--- src/shared/nhs_pkg.sv ---
// constants and types for the nfc host serial port
// ----------------------------------------------------------------
// ----------------------------------------------------------------
package nhs_pkg;
  // operation mode field of the first byte
  localparam logic [1:0] MODE_WREG = 2'h0;
  localparam logic [1:0] MODE_RREG = 2'h1;
  localparam logic [1:0] MODE_SPEC = 2'h2;
  localparam logic [1:0] MODE_CMD = 2'h3;
  // trailers of the special mode
  localparam logic [5:0] TR_FIFO_LD = 6'h00;
  localparam logic [5:0] TR_FIFO_RD = 6'h1F;
  localparam logic [5:0] TR_PT_A = 6'h20;
  localparam logic [5:0] TR_PT_F = 6'h28;
  localparam logic [5:0] TR_PT_SLOT = 6'h2C;
  localparam logic [5:0] TR_PT_RD = 6'h3F;
  localparam logic [7:0] PREFIX_B = 8'hFB;
  // response memory start locations and size
  localparam logic [5:0] PT_START_A = 6'h00;
  localparam logic [5:0] PT_START_F = 6'h0F;
  localparam logic [5:0] PT_START_SLOT = 6'h24;
  localparam logic [5:0] PT_LAST = 6'h2F;
  localparam int PT_DEPTH = 48;
  // io configuration registers held locally
  localparam logic [5:0] CFG1_ADDR = 6'h01;
  localparam logic [5:0] CFG2_ADDR = 6'h02;
  localparam int OUTC_LSB = 0;
  localparam int LFOFF_BIT = 2;
  localparam int PDA_BIT = 0;
  localparam int PDB_BIT = 1;
  localparam logic [7:0] CFG1_RST = 8'h01;
  localparam logic [7:0] CFG2_RST = 8'h00;
  // clock output select codes
  localparam logic [1:0] OC_OFF = 2'h0;
  localparam logic [1:0] OC_3M39 = 2'h1;
  localparam logic [1:0] OC_6M78 = 2'h2;
  localparam logic [1:0] OC_13M56 = 2'h3;
  localparam logic [2:0] BIT_LAST = 3'h7;
  typedef enum logic [2:0] {
    ST_MODE, ST_WREG, ST_RREG, ST_FLD, ST_FRD, ST_PTLD, ST_PTRD, ST_SKIP
  } nhs_state_t;
endpackage

--- src/verilog/nhs_port.sv ---
// serial host port with mode decoder, response memory and host clock output
`timescale 1ns/1ps
module nhs_port
  import nhs_pkg::*;
(
  // clock and reset
  input wire logic clk,
  input wire logic rst,
  // interface strap
  input wire logic i2c_strap,
  output logic i2c_mode,
  // serial pins
  input wire logic sclk,
  input wire logic slave_select_n,
  input wire logic mosi,
  output logic sdo,
  output logic sdo_oe,
  output logic sdo_pulldown,
  // core status
  input wire logic osc_en,
  input wire logic xtal_stable,
  input wire logic xtal_running,
  // clocks for the host clock output
  input wire logic lf_clk,
  input wire logic xtal_clk,
  output logic mcu_clk,
  // register file of the core
  output logic reg_wr,
  output logic [5:0] reg_waddr,
  output logic [7:0] reg_wdata,
  output logic reg_space_b,
  output logic [5:0] reg_raddr,
  input wire logic [7:0] reg_rdata,
  // transmit and receive buffer
  output logic fifo_wr,
  output logic [7:0] fifo_wdata,
  output logic fifo_rd,
  input wire logic [7:0] fifo_rdata,
  // direct commands
  output logic cmd_valid,
  output logic [5:0] cmd_code,
  // response memory read port for the core
  input wire logic [5:0] pt_raddr,
  output logic [7:0] pt_rdata
);
  // ----------------------------------------------------------------
  // state
  // ----------------------------------------------------------------
  nhs_state_t st, next_st;
  logic sclk_q, xtal_q, strap_done, next_i2c;
  logic [2:0] cnt, next_cnt, dcnt, next_dcnt;
  logic [7:0] rx, next_rx, tx, next_tx, cfg1, next_cfg1, cfg2, next_cfg2;
  logic [5:0] addr, next_addr, pti, next_pti, next_cmd, next_waddr;
  logic [7:0] next_wdata, next_fwdata;
  logic next_sdo, next_oe, spb, next_spb, pend, next_pend, next_cmd_v;
  logic next_wr, next_frd, next_fwr, next_mcu, pt_we;
  logic [7:0] target_response_memory [PT_DEPTH];
  logic fall, rise, sel_n, bit_end, acc_ok, rd_active;
  logic [7:0] rx_byte, rd_val, pt_val;

  // edges of the sampled serial clock; pins are synchronous to clk
  assign fall = sclk_q & ~sclk;
  assign rise = ~sclk_q & sclk;
  // port stays deselected until the strap says serial peripheral mode
  assign sel_n = slave_select_n | ~strap_done | i2c_mode;
  assign bit_end = ~sel_n & fall & (cnt == BIT_LAST);
  assign rx_byte = {rx[6:0], mosi};
  assign acc_ok = osc_en & xtal_stable;
  assign rd_active = (st == ST_RREG) | (st == ST_FRD) | (st == ST_PTRD);
  assign reg_raddr = (st == ST_MODE) ? rx_byte[5:0] : addr;
  assign reg_space_b = spb;
  assign sdo_pulldown = ~sdo_oe & (cfg2[PDA_BIT] | cfg2[PDB_BIT]);

  // read value: local config registers answer in space A, else the core
  always_comb begin
    rd_val = reg_rdata;
    if (!spb && reg_raddr == CFG1_ADDR) rd_val = cfg1;
    else if (!spb && reg_raddr == CFG2_ADDR) rd_val = cfg2;
  end
  // memory reads past the last location return zero
  assign pt_val = (pti <= PT_LAST) ? target_response_memory[pti] : 8'h00;

  // ----------------------------------------------------------------
  // serial decoder
  // ----------------------------------------------------------------
  always_comb begin
    next_st = st;
    next_cnt = cnt;
    next_rx = rx;
    next_tx = tx;
    next_addr = addr;
    next_pti = pti;
    next_spb = spb;
    next_pend = pend;
    next_sdo = sdo;
    next_oe = sdo_oe;
    next_cmd = cmd_code;
    next_cmd_v = 1'b0;
    next_wr = 1'b0;
    next_waddr = reg_waddr;
    next_wdata = reg_wdata;
    next_fwr = 1'b0;
    next_fwdata = fifo_wdata;
    next_frd = 1'b0;
    next_cfg1 = cfg1;
    next_cfg2 = cfg2;
    pt_we = 1'b0;
    // a pending command goes out at release, or at the first fall of a chained byte
    if (pend && (sel_n || fall)) begin
      next_cmd_v = 1'b1;
      next_pend = 1'b0;
    end
    if (sel_n) begin
      // release ends the frame, drops any partial byte
      next_st = ST_MODE;
      next_cnt = 3'h0;
      next_spb = 1'b0;
      next_oe = 1'b0;
    end else begin
      if (fall) begin
        next_rx = rx_byte;
        next_cnt = 3'(cnt + 3'h1);
      end
      if (bit_end) begin
        case (st)
          ST_MODE: begin
            if (rx_byte == PREFIX_B && !spb) next_spb = 1'b1;
            else begin
              case (rx_byte[7:6])
                MODE_WREG: begin
                  next_st = ST_WREG;
                  next_addr = rx_byte[5:0];
                end
                MODE_RREG: begin
                  next_st = ST_RREG;
                  next_tx = rd_val;
                  next_addr = 6'(rx_byte[5:0] + 6'h01);
                end
                MODE_SPEC: begin
                  next_st = ST_SKIP;
                  if (acc_ok) begin
                    case (rx_byte[5:0])
                      TR_FIFO_LD: next_st = ST_FLD;
                      TR_FIFO_RD: begin
                        next_st = ST_FRD;
                        next_tx = fifo_rdata;
                        next_frd = 1'b1;
                      end
                      TR_PT_A, TR_PT_F, TR_PT_SLOT: begin
                        next_st = ST_PTLD;
                        next_pti = (rx_byte[5:0] == TR_PT_A) ? PT_START_A :
                            (rx_byte[5:0] == TR_PT_F) ? PT_START_F : PT_START_SLOT;
                      end
                      TR_PT_RD: begin
                        next_st = ST_PTRD;
                        next_tx = target_response_memory[0];
                        next_pti = 6'h01;
                      end
                      default: next_st = ST_SKIP;
                    endcase
                  end
                end
                default: begin
                  next_cmd = rx_byte[5:0];
                  next_pend = 1'b1;
                end
              endcase
            end
          end
          ST_WREG: begin
            next_wr = 1'b1;
            next_waddr = addr;
            next_wdata = rx_byte;
            next_addr = 6'(addr + 6'h01);
            // only existing local registers take the value
            if (!spb && addr == CFG1_ADDR) next_cfg1 = rx_byte;
            else if (!spb && addr == CFG2_ADDR) next_cfg2 = rx_byte;
          end
          ST_RREG: begin
            next_tx = rd_val;
            next_addr = 6'(addr + 6'h01);
          end
          ST_FLD: begin
            next_fwr = 1'b1;
            next_fwdata = rx_byte;
          end
          ST_FRD: begin
            next_tx = fifo_rdata;
            next_frd = 1'b1;
          end
          ST_PTLD: begin
            pt_we = (pti <= PT_LAST);
            next_pti = (pti <= PT_LAST) ? 6'(pti + 6'h01) : pti;
          end
          ST_PTRD: begin
            next_tx = pt_val;
            next_pti = (pti <= PT_LAST) ? 6'(pti + 6'h01) : pti;
          end
          default: next_st = ST_SKIP;
        endcase
      end
      if (rise) begin
        // shift out on the rising edge so the master samples a settled bit
        next_sdo = tx[7];
        next_tx = {tx[6:0], 1'b0};
        next_oe = rd_active;
      end
    end
  end

  // decoder registers
  always_ff @(posedge clk) begin
    if (rst) begin
      st <= ST_MODE;
      sclk_q <= 1'b0;
      cnt <= 3'h0;
      rx <= 8'h00;
      tx <= 8'h00;
      addr <= 6'h00;
      pti <= 6'h00;
      spb <= 1'b0;
      pend <= 1'b0;
      sdo <= 1'b0;
      sdo_oe <= 1'b0;
      cmd_code <= 6'h00;
      cmd_valid <= 1'b0;
      reg_wr <= 1'b0;
      reg_waddr <= 6'h00;
      reg_wdata <= 8'h00;
      fifo_wr <= 1'b0;
      fifo_wdata <= 8'h00;
      fifo_rd <= 1'b0;
      cfg1 <= CFG1_RST;
      cfg2 <= CFG2_RST;
    end else begin
      st <= next_st;
      sclk_q <= sclk;
      cnt <= next_cnt;
      rx <= next_rx;
      tx <= next_tx;
      addr <= next_addr;
      pti <= next_pti;
      spb <= next_spb;
      pend <= next_pend;
      sdo <= next_sdo;
      sdo_oe <= next_oe;
      cmd_code <= next_cmd;
      cmd_valid <= next_cmd_v;
      reg_wr <= next_wr;
      reg_waddr <= next_waddr;
      reg_wdata <= next_wdata;
      fifo_wr <= next_fwr;
      fifo_wdata <= next_fwdata;
      fifo_rd <= next_frd;
      cfg1 <= next_cfg1;
      cfg2 <= next_cfg2;
    end
  end

  // response memory: serial writes, registered core read port
  always_ff @(posedge clk) begin
    if (pt_we) begin
      target_response_memory[pti] <= rx_byte;
    end
    pt_rdata <= (pt_raddr <= PT_LAST) ? target_response_memory[pt_raddr] : 8'h00;
  end

  // ----------------------------------------------------------------
  // strap capture and host clock output
  // ----------------------------------------------------------------
  always_comb begin
    next_i2c = strap_done ? i2c_mode : i2c_strap;
    next_dcnt = (xtal_clk & ~xtal_q) ? 3'(dcnt + 3'h1) : dcnt;
    // divider bits give 13.56, 6.78 and 3.39 MHz from the crystal
    next_mcu = 1'b0;
    if (!xtal_running) begin
      next_mcu = lf_clk & ~cfg1[LFOFF_BIT];
    end else begin
      case (cfg1[OUTC_LSB +: 2])
        OC_13M56: next_mcu = dcnt[0];
        OC_6M78: next_mcu = dcnt[1];
        OC_3M39: next_mcu = dcnt[2];
        default: next_mcu = 1'b0;
      endcase
    end
  end

  // strap is caught on the first edge after reset release
  always_ff @(posedge clk) begin
    if (rst) begin
      strap_done <= 1'b0;
      i2c_mode <= 1'b0;
      xtal_q <= 1'b0;
      dcnt <= 3'h0;
      mcu_clk <= 1'b0;
    end else begin
      strap_done <= 1'b1;
      i2c_mode <= next_i2c;
      xtal_q <= xtal_clk;
      dcnt <= next_dcnt;
      mcu_clk <= next_mcu;
    end
  end
endmodule // nhs_port

--- config.mk ---
export PLATFORM = sky130hd
export DESIGN_NAME = nhs_port
export DESIGN_NICKNAME = d
export VERILOG_FILES = /design/src/shared/nhs_pkg.sv /design/src/verilog/nhs_port.sv
export SDC_FILE = /design/constraint.sdc
export NUM_CORES = 1
export LEC_CHECK = 0
export ABC_AREA = 0
export BUFFER_PORTS_ARGS = -buffer_cell sky130_fd_sc_hd__buf_4
export CORE_MARGIN = 2
export CORE_UTILIZATION = 50
export CTS_CLUSTER_SIZE = 30
export DETAILED_ROUTE_END_ITERATION = 12
export PLACE_DENSITY = 0.78
export SLEW_MARGIN = 20
export SYNTH_ARGS = -nofsm -noshare
export SYNTH_HDL_FRONTEND = slang
export SYNTH_SLANG_ARGS = --single-unit
--- constraint.sdc ---
create_clock -name clk -period 3.9 [get_ports clk]
set_clock_uncertainty 0.2 [all_clocks]
set_input_delay 0 -clock clk [delete_from_list [all_inputs] [get_ports clk]]
set_output_delay 0 -clock clk [all_outputs]
set_load 0.1 [all_outputs]
==> results.md <==
* Sw power at 2.180 mW
* Status: finished clean
* Vias in the first global route at 15,540
* Period utilization at 95.24%
* Synthesis warning total at 0
* Initial DRC count at 1,990
* Die ar. at about 48,000 µm²
* CP Capture Type: register
* Total CTS buffers at 49
* 1st-pass router iterations at 6
* Share of cells above drive strength 1 at a little over a quarter
* Post-route ant nets at 0
* # rows at 78
* CP Data Arrival Time at ~4000 ps
* Root buf cell: clkbuf_16
* Crit path max fanout at 11
* Post-synthesis sequential area ratio at 59.09%
* Async set-reset flop share out of synthesis at 0%
* Sw frac at between 20% and 30%
* Hold Path Class: input pin to register
* Max VDD drop at around 430 µV
* Aggregate global-route resource usage at 27.85%
* Synth Instances at 1,573
* # DRC at 0
* Distinct cell type count after synthesis at 68
* Leak pwr at 8.937 nW
* Final Non-Filler Cells at around 2,300
* Wirelength, routed at between 60,000 and 70,000 µm
* Initial antenna violation count at 0
* PD cells at 404.8 nW/µm²
* Grt ovf at 0
* Placed Instances at 2,219
* Internal at 8.660 mW
* Slew margin rel. at roughly a quarter
* DR WL/cell at 28.30 µm
* Final net count at 1,754
* Largest net degree at the start of global routing at 73
* Clock latency on the worst-skew pair at 570 ps
* Clock-pin slew on the worst setup and hold paths at approximately 60 ps
* Synth top area cells: edfxtp_1, mux4_2, dfxtp_1
* Combinational group share of total power at 3.3%
* Design area at 26,780 µm²
* Fillers at 3,316
* Placed Area at 24,750 µm²
* TritonCTS clock tree: done
* Hold Fails Final Rpt at 0
* Seq pwr share at about half
* First-pass GRT wire length at between 90,000 and 100,000 µm
* Die Width at ~220 µm
* Post-synth EDFFs at 384
* Flops & latches, synth at slightly below 500
* Chip height at 219.1 µm
* Port Buffers at 84
* Worst-margin pin slew at about 1100 ps
* Min Tclk post-route at 3714 ps
* Vias per cell at 6.791
* CTS Sinks at 491
* H-tree Lvls at 2
* Detailed Place HPWL at 42,440 µm
* Bufs on Longest Clock Path at 3
* Inserted Diodes at 0
* Most common cell in the netlist: edfxtp_1
* Dominant cell type by area after synthesis: edfxtp_1
* Clock share of power at 45.2%
* Number of setup violations in the final report at 0
* Via count at 15,920
* Synth top area share at 49.83%
* Fmax at 0.2692 GHz
* Mapped cell area at 23,140 µm²
* Mean area per synthesized cell at 14.71 µm²
* Setup tns final at 0 ps
* Ys flop type: edfxtp_1
* Startpoint types: register
* Initial core utilization at 50.77%
* Final max-slew violation count at 0
* Net Count, Synth at between 1,500 and 2,000
* Gpl congestion at 0.9249
* Worst EP required at 4150 ps
* IO Pins at 85
* Max_cap viols at 0
* Area grow syn2layout at 15.72%
* Setup Crit Path Kind: register to register
* CORE AREA at 45,580 µm²
* Hold_ws at 29.79 ps
* RSZ-0062 raised after global routing: no
* Top cells by count, synth: edfxtp_1, mux4_2, nor2_1
-- flip-flops by register name (all words and copies together) (netlist names), 3 cells and up, named ones only --
register                count
fifo_wdata                  8
addr                        6
target_response_memory    384
rx                          7
cfg2                        8
cfg1                        8
tx                          8
cmd_code                    6
st                          3
dcnt                        3
reg_wdata                   8
pti                         6
reg_waddr                   6
pt_rdata                    8
cnt                         3
-- area by class of cell --
class                   instances  area, µm²  area share (%)
clock buffers                  60       1287           4.808
clock inverters                28      361.6           1.350
inverters                      27      101.3          0.3785
multi-input cells             937       8895           33.22
flip-flops and latches        491      13690           51.13
well taps                     600      750.7           2.804
repair buffers                201       1690           6.313
-- worst max-delay path, cell delays in order, from the launching register on --
cell and delay (ps):
dfxtp_1 370, or4_4 590, or4_4 570, and2_4 210, or4_1 420, nand3_1 90, dlygate4sd3_1 540, o21ai_1 50
dlygate4sd3_1 560
-- power by group through the flow --
stage | logic [mW] | clock network, mW | registers, mW
floorplan | 0.187 | 0 | 5.73
global placement | 0.323 | 0 | 5.70
detailed placement | 0.327 | 0 | 5.70
CTS | 0.354 | 4.93 | 5.59
global route | 0.376 | 5.12 | 5.58
finish | 0.356 | 4.90 | 5.59
-- worst paths after layout --
kind                                  start           to  slack [ps]  depth (start not counted)
worst max-delay path                addr[2]        tx[0]         190                          8
worst min-delay path            pt_raddr[3]  pt_rdata[7]          30                          4
worst max register to register      addr[2]        tx[0]         190                          8
worst min register to register      cfg1[7]      cfg1[7]         260                          2
-- timing repair --
action	4_1_cts	5_1_grt
gates resized for setup	0	3
setup endpoints to repair	0	3
endpoints found under the hold margin	149	0
buffers inserted	0	1
hold buffers	36	0
-- cell usage in the layout, fill, tap and decap left out, drive strengths merged, types with 15 or more instances in the layout --
master,Yosys,final
edfxtp,384,384
mux4,182,182
buf,44,165
nor2,139,139
dfxtp,107,107
mux2i,100,100
nand2,86,86
a21oi,72,72
clkbuf,74,60
o21ai,43,43
nand3,40,40
dlygate4sd3,0,36
inv,26,26
o22ai,22,22
clkinv,1,19
a211oi,17,17
a31oi,15,15
-- metal layers --
metal / track usage [%] / wire [µm] / vias to the layer above
met5: 0 / 0 / -
met1: 36.92 / 24280 / 8000
li1: - / - / 6548
met4: 10.20 / 2829 / 0
met2: 44.95 / 31130 / 1163
met3: 6.750 / 8095 / 207
-- kinds of logic after synthesis --
logic type                 Yosys count  share of synthesized area, %
DFF                                491                         59.09
and+or+nand+nor                    375                         7.786
muxes                              296                         22.72
AOI/OAI and AO/OA                  243                         6.791
buffers and inverters              145                         2.514
adders and majority gates           14                        0.7570
xor gates and xnor gates             9                        0.3406
-- per-stage QoR --
stage	power [mW]	setup WS, ps	utilization (%)
5_1_grt	11.08	45.20	58.75
4_1_cts	10.87	44.18	58.71
2_1_floorplan	5.920	430.8	-
3_3_place_gp	6.022	668.6	54.30
3_5_place_dp	6.026	566.4	54.30
6_report	10.84	185.6	58.75
No activity file was read; power rests on OpenSTA's default activity.
